[config.mk]
export PLATFORM = sky130hd
export DESIGN_NAME = fsp_protect
export DESIGN_NICKNAME = d
export VERILOG_FILES = /design/src/hw/fsp_pkg.sv /design/src/hw/fsp_protect.sv
export SDC_FILE = /design/constraint.sdc
export NUM_CORES = 1
export LEC_CHECK = 0
export BUFFER_PORTS_ARGS = -buffer_cell sky130_fd_sc_hd__buf_2
export CAP_MARGIN = 0
export CORE_AREA = 2 2 55 70
export DETAILED_ROUTE_END_ITERATION = 12
export DIE_AREA = 0 0 57 72
export GPL_TIMING_DRIVEN = 0
export PLACE_DENSITY = 0.73
export SKIP_CTS_REPAIR_TIMING = 1
export SYNTH_ARGS = -nofsm -noshare
export SYNTH_HDL_FRONTEND = slang
export SYNTH_SLANG_ARGS = --single-unit
[constraint.sdc]
create_clock -name clk -period 2.1 [get_ports clk]
set_clock_uncertainty 0.05 [all_clocks]
set_input_delay 0.21 -clock clk [delete_from_list [all_inputs] [get_ports clk]]
set_output_delay 0.21 -clock clk [all_outputs]
set_load 0.01 [all_outputs]
[src/hw/fsp_pkg.sv]
// package: register map, field layout, codes and carriers for the flash self-programming protect block
package fsp_pkg;

  // =====================================================================
  // register addresses in the peripheral space
  localparam logic [15:0] FSP_ADDR_PROTECT_KEY = 16'hFFA0;
  localparam logic [15:0] FSP_ADDR_ERROR_STATUS = 16'hFFA1;
  localparam logic [15:0] FSP_ADDR_MODE_CONTROL = 16'hFFA2;
  localparam logic [15:0] FSP_ADDR_COMMAND_SELECT = 16'hFFA3;

  // =====================================================================
  // field positions and values
  localparam logic [7:0] FSP_KEY_VALUE = 8'hA5;
  localparam int FSP_BIT_SEQ_ERR = 0;
  localparam int FSP_BIT_VERIFY_ERR = 1;
  localparam int FSP_BIT_PROTECT_ERR = 2;
  localparam int FSP_BIT_SELF_PROG = 0;
  localparam int FSP_PROT_LSB = 2;
  localparam int FSP_PROT_WIDTH = 5;
  localparam int FSP_CMD_WIDTH = 3;

  // =====================================================================
  // values after reset
  localparam logic [7:0] FSP_RST_STATUS = 8'h00;
  localparam logic [2:0] FSP_RST_COMMAND = 3'h0;
  localparam logic FSP_RST_MODE = 1'b0;
  localparam logic [7:0] FSP_RST_RDATA = 8'h00;

  // =====================================================================
  // command codes
  localparam logic [2:0] FSP_CMD_VERIFY1 = 3'h1;
  localparam logic [2:0] FSP_CMD_VERIFY2 = 3'h2;
  localparam logic [2:0] FSP_CMD_BLOCK_ERASE = 3'h3;
  localparam logic [2:0] FSP_CMD_BLANK_CHECK = 3'h4;
  localparam logic [2:0] FSP_CMD_BYTE_WRITE = 3'h5;

  // =====================================================================
  // carriers
  typedef struct packed {
    logic store;
    logic load;
    logic [15:0] addr;
    logic [7:0] wdata;
  } fsp_bus_s;

  typedef struct packed {
    logic protect_error;
    logic verify_error;
    logic sequence_error;
  } fsp_flags_s;

  typedef struct packed {
    logic done;
    logic verify_fail;
    logic overwrite_zero;
  } fsp_array_rsp_s;

endpackage

[src/hw/fsp_protect.sv]
// top module: keyed mode unlock, error status flags, command select and command launch
`timescale 1ns/10ps

module fsp_protect
  import fsp_pkg::*;
(
  input wire logic clk,
  input wire logic rst,
  input wire fsp_bus_s bus,
  output logic [7:0] rdata,
  output logic rvalid,
  input wire logic [FSP_PROT_WIDTH-1:0] protect_setting,
  input wire logic block_protected,
  input wire logic exec_request,
  input wire fsp_array_rsp_s array_rsp,
  output logic array_start,
  output logic [FSP_CMD_WIDTH-1:0] array_cmd,
  output logic exec_busy,
  output logic exec_done,
  output logic self_program_select,
  output logic interrupt_hold
);

  // =====================================================================
  // decode of the current peripheral store
  logic st_key;
  logic st_mode;
  logic st_status;
  logic st_cmd;
  logic key_good;

  assign st_key = bus.store && (bus.addr == FSP_ADDR_PROTECT_KEY);
  assign st_mode = bus.store && (bus.addr == FSP_ADDR_MODE_CONTROL);
  assign st_status = bus.store && (bus.addr == FSP_ADDR_ERROR_STATUS);
  assign st_cmd = bus.store && (bus.addr == FSP_ADDR_COMMAND_SELECT);
  assign key_good = bus.wdata == FSP_KEY_VALUE;

  // =====================================================================
  // unlock sequence
  typedef enum logic [1:0] {
    FSP_SEQ_IDLE,
    FSP_SEQ_KEYED,
    FSP_SEQ_FIRST,
    FSP_SEQ_INVERTED
  } fsp_seq_e;

  fsp_seq_e seq_state;
  fsp_seq_e next_seq_state;
  logic [7:0] first_value;
  logic [7:0] next_first_value;
  logic mode_bit;
  logic next_mode_bit;
  logic seq_error_event;

  always_comb begin
    next_seq_state = seq_state;
    next_first_value = first_value;
    next_mode_bit = mode_bit;
    seq_error_event = 1'b0;
    if (bus.store) begin
      case (seq_state)
        FSP_SEQ_IDLE: begin
          if (st_key) begin
            if (key_good) begin
              next_seq_state = FSP_SEQ_KEYED;
            end else begin
              seq_error_event = 1'b1;
            end
          end else if (st_mode) begin
            // unkeyed mode store is dropped
            seq_error_event = 1'b1;
          end
        end
        FSP_SEQ_KEYED: begin
          // a second key store is not a mode store and breaks the sequence
          if (st_mode) begin
            next_first_value = bus.wdata;
            next_seq_state = FSP_SEQ_FIRST;
          end else begin
            seq_error_event = 1'b1;
            next_seq_state = FSP_SEQ_IDLE;
          end
        end
        FSP_SEQ_FIRST: begin
          if (st_mode && (bus.wdata == ~first_value)) begin
            next_seq_state = FSP_SEQ_INVERTED;
          end else begin
            seq_error_event = 1'b1;
            next_seq_state = FSP_SEQ_IDLE;
          end
        end
        FSP_SEQ_INVERTED: begin
          if (st_mode && (bus.wdata == first_value)) begin
            // only bit 0 is kept; the whole byte was compared above
            next_mode_bit = bus.wdata[FSP_BIT_SELF_PROG];
          end else begin
            seq_error_event = 1'b1;
          end
          // every change needs a fresh key
          next_seq_state = FSP_SEQ_IDLE;
        end
        default: begin
          next_seq_state = FSP_SEQ_IDLE;
        end
      endcase
    end
  end

  always_ff @(posedge clk or posedge rst) begin
    if (rst) begin
      seq_state <= FSP_SEQ_IDLE;
      first_value <= 8'h00;
      mode_bit <= FSP_RST_MODE;
    end else begin
      seq_state <= next_seq_state;
      first_value <= next_first_value;
      mode_bit <= next_mode_bit;
    end
  end

  // =====================================================================
  // command launch and result collection
  typedef enum logic [1:0] {
    FSP_EXE_IDLE,
    FSP_EXE_RUN,
    FSP_EXE_DONE
  } fsp_exe_e;

  fsp_exe_e exe_state;
  fsp_exe_e next_exe_state;
  logic [2:0] command;
  logic [2:0] next_command;
  logic next_array_start;
  logic [2:0] next_array_cmd;
  logic verify_event;
  logic protect_event;
  logic cmd_defined;
  logic exec_accept;

  // requests in normal mode are dropped, so a stray strobe never reaches the array
  assign exec_accept = exec_request && mode_bit;

  always_comb begin
    case (command)
      FSP_CMD_VERIFY1, FSP_CMD_VERIFY2, FSP_CMD_BLOCK_ERASE: cmd_defined = 1'b1;
      FSP_CMD_BLANK_CHECK, FSP_CMD_BYTE_WRITE: cmd_defined = 1'b1;
      default: cmd_defined = 1'b0;
    endcase
  end

  always_comb begin
    next_exe_state = exe_state;
    next_array_start = 1'b0;
    next_array_cmd = array_cmd;
    verify_event = 1'b0;
    protect_event = 1'b0;
    case (exe_state)
      FSP_EXE_IDLE: begin
        if (exec_accept) begin
          if (!cmd_defined) begin
            // undefined code ends at once with a verify failure
            verify_event = 1'b1;
            next_exe_state = FSP_EXE_DONE;
          end else if (block_protected) begin
            protect_event = 1'b1;
            next_exe_state = FSP_EXE_DONE;
          end else begin
            next_array_start = 1'b1;
            next_array_cmd = command;
            next_exe_state = FSP_EXE_RUN;
          end
        end
      end
      FSP_EXE_RUN: begin
        if (array_rsp.done) begin
          verify_event = array_rsp.verify_fail;
          protect_event = array_rsp.overwrite_zero;
          next_exe_state = FSP_EXE_DONE;
        end
      end
      FSP_EXE_DONE: begin
        // one settling cycle, so exec_done always follows a busy cycle
        next_exe_state = FSP_EXE_IDLE;
      end
      default: begin
        next_exe_state = FSP_EXE_IDLE;
      end
    endcase
  end

  always_ff @(posedge clk or posedge rst) begin
    if (rst) begin
      exe_state <= FSP_EXE_IDLE;
      array_start <= 1'b0;
      array_cmd <= FSP_RST_COMMAND;
    end else begin
      exe_state <= next_exe_state;
      array_start <= next_array_start;
      array_cmd <= next_array_cmd;
    end
  end

  // =====================================================================
  // status flags: a hardware set always beats a software clear
  fsp_flags_s flags;
  fsp_flags_s next_flags;

  always_comb begin
    next_flags = flags;
    if (st_status) begin
      next_flags.sequence_error = flags.sequence_error & bus.wdata[FSP_BIT_SEQ_ERR];
      next_flags.verify_error = flags.verify_error & bus.wdata[FSP_BIT_VERIFY_ERR];
      next_flags.protect_error = flags.protect_error & bus.wdata[FSP_BIT_PROTECT_ERR];
    end
    // set events come after the clear, so a set in the same cycle wins
    if (seq_error_event) begin
      next_flags.sequence_error = 1'b1;
    end
    if (verify_event) begin
      next_flags.verify_error = 1'b1;
    end
    if (protect_event) begin
      next_flags.protect_error = 1'b1;
    end
  end

  always_ff @(posedge clk or posedge rst) begin
    if (rst) begin
      flags <= FSP_RST_STATUS[2:0];
    end else begin
      flags <= next_flags;
    end
  end

  // =====================================================================
  // command select register, locked while a command runs
  logic cmd_write_ok;

  // a code written mid-command would only be seen by the next launch, so it is dropped
  assign cmd_write_ok = st_cmd && (exe_state == FSP_EXE_IDLE);

  always_comb begin
    next_command = command;
    if (cmd_write_ok) begin
      next_command = bus.wdata[FSP_CMD_WIDTH-1:0];
    end
  end

  always_ff @(posedge clk or posedge rst) begin
    if (rst) begin
      command <= FSP_RST_COMMAND;
    end else begin
      command <= next_command;
    end
  end

  // =====================================================================
  // read port: one cycle after the load, unmapped and write-only read zero
  logic [7:0] next_rdata;
  logic [7:0] status_image;
  logic [7:0] mode_image;

  always_comb begin
    status_image = 8'h00;
    status_image[FSP_BIT_SEQ_ERR] = flags.sequence_error;
    status_image[FSP_BIT_VERIFY_ERR] = flags.verify_error;
    status_image[FSP_BIT_PROTECT_ERR] = flags.protect_error;
    mode_image = 8'h00;
    mode_image[FSP_BIT_SELF_PROG] = mode_bit;
    mode_image[FSP_PROT_LSB +: FSP_PROT_WIDTH] = protect_setting;
    next_rdata = 8'h00;
    if (bus.load) begin
      case (bus.addr)
        FSP_ADDR_ERROR_STATUS: next_rdata = status_image;
        FSP_ADDR_MODE_CONTROL: next_rdata = mode_image;
        FSP_ADDR_COMMAND_SELECT: next_rdata = {5'h00, command};
        // the key register is write-only, so the key never reads back
        default: next_rdata = 8'h00;
      endcase
    end
  end

  // =====================================================================
  // registered outputs
  logic next_rvalid;
  logic next_exec_busy;
  logic next_exec_done;
  logic next_self_program_select;
  logic next_interrupt_hold;

  // every output leaves a flop so the core never sees decode glitches
  always_comb begin
    next_rvalid = bus.load;
    next_exec_busy = next_exe_state != FSP_EXE_IDLE;
    // early ends pass through the done state too, so one pulse covers every command
    next_exec_done = (exe_state != FSP_EXE_IDLE) && (next_exe_state == FSP_EXE_IDLE);
    next_self_program_select = next_mode_bit;
    // held off for the whole self-programming period
    next_interrupt_hold = next_mode_bit;
  end

  always_ff @(posedge clk or posedge rst) begin
    if (rst) begin
      rdata <= FSP_RST_RDATA;
      rvalid <= 1'b0;
      exec_busy <= 1'b0;
      exec_done <= 1'b0;
      self_program_select <= FSP_RST_MODE;
      interrupt_hold <= 1'b0;
    end else begin
      rdata <= next_rdata;
      rvalid <= next_rvalid;
      exec_busy <= next_exec_busy;
      exec_done <= next_exec_done;
      self_program_select <= next_self_program_select;
      interrupt_hold <= next_interrupt_hold;
    end
  end

endmodule

==> metrics <==
headroom to the max-slew limit 59.1%; grt total ovfl 0; post-DP HPWL 2920 um; largest vdd supply drop 433 uV; detailed-route wire length per cell 14.5 um; buffers from clock root to sink, at most 2; die area 4100 sq um; proportion of synthesized area in mux cells 12.3%; fraction of the cycle the final worst path needs 95.3%; Syn Nets 189; flop and latch count out of synthesis 33; Skew-Pair Late Insertion Delay 0.28 ns; setup repair after global routing missed its margin false; Final Util 60.8%; dominant combinational cell family by area after synthesis simple AND/OR/NAND/NOR gates; post-synthesis instance area 1640 sq um; fraction of synthesis flops using an asynchronous set or reset pin 100%; Pwr Density 573 nW/um^2; Primary FF master, synth dfrtp_1; Final Worst Setup Slack 0.0977 ns; clock slew at the register clock pins of the worst setup and hold paths 0.06 ns; setup slack of the most critical reg-to-reg path 0.25 ns; minimum clock period 2.00 ns; start-to-end type of the worst setup path in2reg; worst r2r path cells 4; slew at the pin closest to its max-slew limit 0.613 ns; TritonRoute pass-1 iters 4; hold violation total from the final report 0; Die Y 72 um; Endpoint, Worst Hold rvalid$_DFF_PP0_; origin of the worst min-delay path bus[24]; antenna fix cells 0; compound-gate portion of the synthesized area 9.24%; Port Buffer Count 53; remaining design rule violation count 0; Fillers 316; clock sink count 33; number of core rows 24; category of the worst setup path capture point register; max-cap violations 0; count of boundary I/O pins 55; NumNets Final 251; Layout Cell Area excl Fill 2080 sq um; initial drt markers 26; area growth from synthesis to layout 27.1%; Reg-to-Reg End array_cmd[0]$_DFFE_PP0P_; number of vias in the routed layout 1,416; final-report setup violation count 0; chip width 57 um; effective utilization at floorplan 47.8%; Cell variety after synth 37; number of cells on the worst hold path 1; gate count after technology mapping 151; Adder-Cell Fraction of Synth Area 0%; pre-CTS WS -0.180 ns; worst r2r src exe_state[1]$_DFF_PP0_; clock tree from TritonCTS yes; maximum level of the CTS H-tree 2; DP Area 1950 sq um; Critical Path Source Type input pin; total leakage power 1.09 nW; placeable core region 3420 sq um; sequential cell area fraction in the yosys report 50.4%; number of warnings printed during yosys synthesis 0; total detailed-routing wirelength 3660 um; setup TNS 0 ns; total CTS buffers 5; highest attainable clock frequency 499 MHz; class of the tightest hold or removal check in2reg; Vias per Instance 5.60; global-route wire length before repair 6120 um; required arrival time at the worst endpoint 2.22 ns; Pins Over Slew Limit 0; Synth Area in Simple Gates 20.8%; initial antenna violation count 0; share of final-layout standard cells stronger than drive strength 1 40.7%; result of the run finished, final reports clean; area share of xor/xnor cells in the synthesized design 4.28%; data arrival time of the critical path 2.13 ns; pin count of the biggest net entering global routing 34; number of global-route vias before repair 1,448; number of nets still failing antenna checks after routing 0; cell at the root of the clock tree clkbuf_8; Post-Synthesis Mean Instance Area 10.8 sq um; final estimated routing congestion in global placement 0.809; overall global routing resource usage 19.4%; Post-synth EDFFs 0; largest fanout on the critical path 7
[where the power goes]
| part | internal (mW) | switching, mW | leakage, nW | total [mW] |
|---|---|---|---|---|
| Clock | 0.228 | 0.225 | 0.0439 | 0.453 |
| Sequential | 0.637 | 0.000197 | 0.459 | 0.637 |
| Combinational | 0.0468 | 0.0559 | 0.587 | 0.103 |
| Total | 0.911 | 0.281 | 1.09 | 1.19 |
[placed cells by master, fill, tap and decap left out, types with 2 or more instances in the layout]
cell type / count
clkbuf_8: 5
buf_4: 2
and3_1: 5
nand3_1: 3
nor3_1: 2
xor2_1: 8
clkbuf_1: 3
o21ai_0: 9
dfrtp_1: 33
a31oi_1: 5
nor4_1: 4
buf_2: 53
a22oi_1: 2
or4b_1: 2
mux2_2: 17
a21oi_1: 4
clkinv_2: 2
nor4b_1: 2
nor2_1: 13
nand4_1: 4
inv_1: 5
nand2_1: 9
nand2b_1: 2
[critical path: stages]
cell     delay, ns
buf_2         0.11
or4b_4        0.54
nor4_4        0.29
or4b_1        0.50
a221o_1       0.36
o21a_1        0.11
[worst max-delay path by stage]
stage	start	to	slack, ns
after floorplan	bus[11]	flags[0]$_DFFE_PP0P_	0.04
after global placement	bus[11]	flags[0]$_DFFE_PP0P_	-0.17
after detailed placement	bus[11]	flags[0]$_DFFE_PP0P_	-0.18
after CTS	exe_state[1]$_DFF_PP0_	array_cmd[0]$_DFFE_PP0P_	0.11
after global routing	bus[11]	flags[0]$_DFFE_PP0P_	0.04
final	bus[11]	flags[0]$_DFFE_PP0P_	0.1
[registers in the layout, indices dropped and copies added, names as in the netlist]
signal / cells
first_value: 8
rdata: 7
array_cmd: 3
command: 3
flags: 3
exe_state: 2
seq_state: 2
array_start: 1
exec_busy: 1
exec_done: 1
interrupt_hold: 1
rvalid: 1
[per-stage QoR]
stage	power [mW]	std cells	hold WS (ns)
2_1_floorplan	0.688	151	0.191
3_3_place_gp	0.739	243	0.325
5_1_grt	1.24	253	0.0243
3_5_place_dp	0.743	243	0.330
6_report	1.19	253	0.0367
4_1_cts	1.20	251	0.0294
[synthesized netlist by cell type, types with 2 or more instances]
| library cell | instances | area [sq um] |
|---|---|---|
| inv_1 | 5 | 18.8 |
| nor3_1 | 2 | 10.0 |
| o21ai_0 | 9 | 45.0 |
| and3_1 | 5 | 31.3 |
| dfrtp_1 | 33 | 826 |
| nor4_1 | 4 | 25.0 |
| a22oi_1 | 2 | 15.0 |
| nand2b_1 | 2 | 12.5 |
| nand2_1 | 9 | 33.8 |
| a21oi_1 | 4 | 20.0 |
| or4b_1 | 2 | 20.0 |
| xor2_1 | 8 | 70.1 |
| nand3_1 | 3 | 15.0 |
| nor2_1 | 13 | 48.8 |
| nand4_1 | 4 | 25.0 |
| nor4b_1 | 2 | 17.5 |
| buf_4 | 2 | 15.0 |
| clkbuf_1 | 3 | 11.3 |
| a31oi_1 | 5 | 31.3 |
| mux2_2 | 17 | 191 |
[kinds of logic (layout without fill, tap and decap cells)]
logic type,count (synthesis),after routing
AND/OR/NAND/NOR,56,56
multiplexers,18,18
XOR/XNOR,8,8
buffers and inverters,10,73
AO/OA/AOI/OAI,25,25
other,1,1
flip-flops,33,33
[layer usage]
| metal | routed length [um] | share of wire, % | track usage, % | vias up |
|---|---|---|---|---|
| met4 | 90 | 2.5 | 9.82 | 0 |
| met2 | 1990 | 54 | 34.9 | 45 |
| met3 | 215 | 5.9 | 6.60 | 9 |
| li1 | - | - | - | 676 |
| met1 | 1360 | 37 | 19.6 | 686 |
| met5 | 0 | 0 | 0 | - |
[cell type report]
| type | count | area, sq um | share of cell area [%] |
|---|---|---|---|
| Buffer | 5 | 26.3 | 1.26 |
| Clock buffer | 5 | 68.8 | 3.31 |
| Clock inverter | 3 | 17.5 | 0.841 |
| Inverter | 5 | 18.8 | 0.901 |
| Multi-Input combinational cell | 108 | 773 | 37.1 |
| Sequential cell | 33 | 826 | 39.7 |
| Tap cell | 39 | 48.8 | 2.34 |
| Timing Repair Buffer | 55 | 303 | 14.5 |
Note: power is estimated with default switching activity, not from simulation.
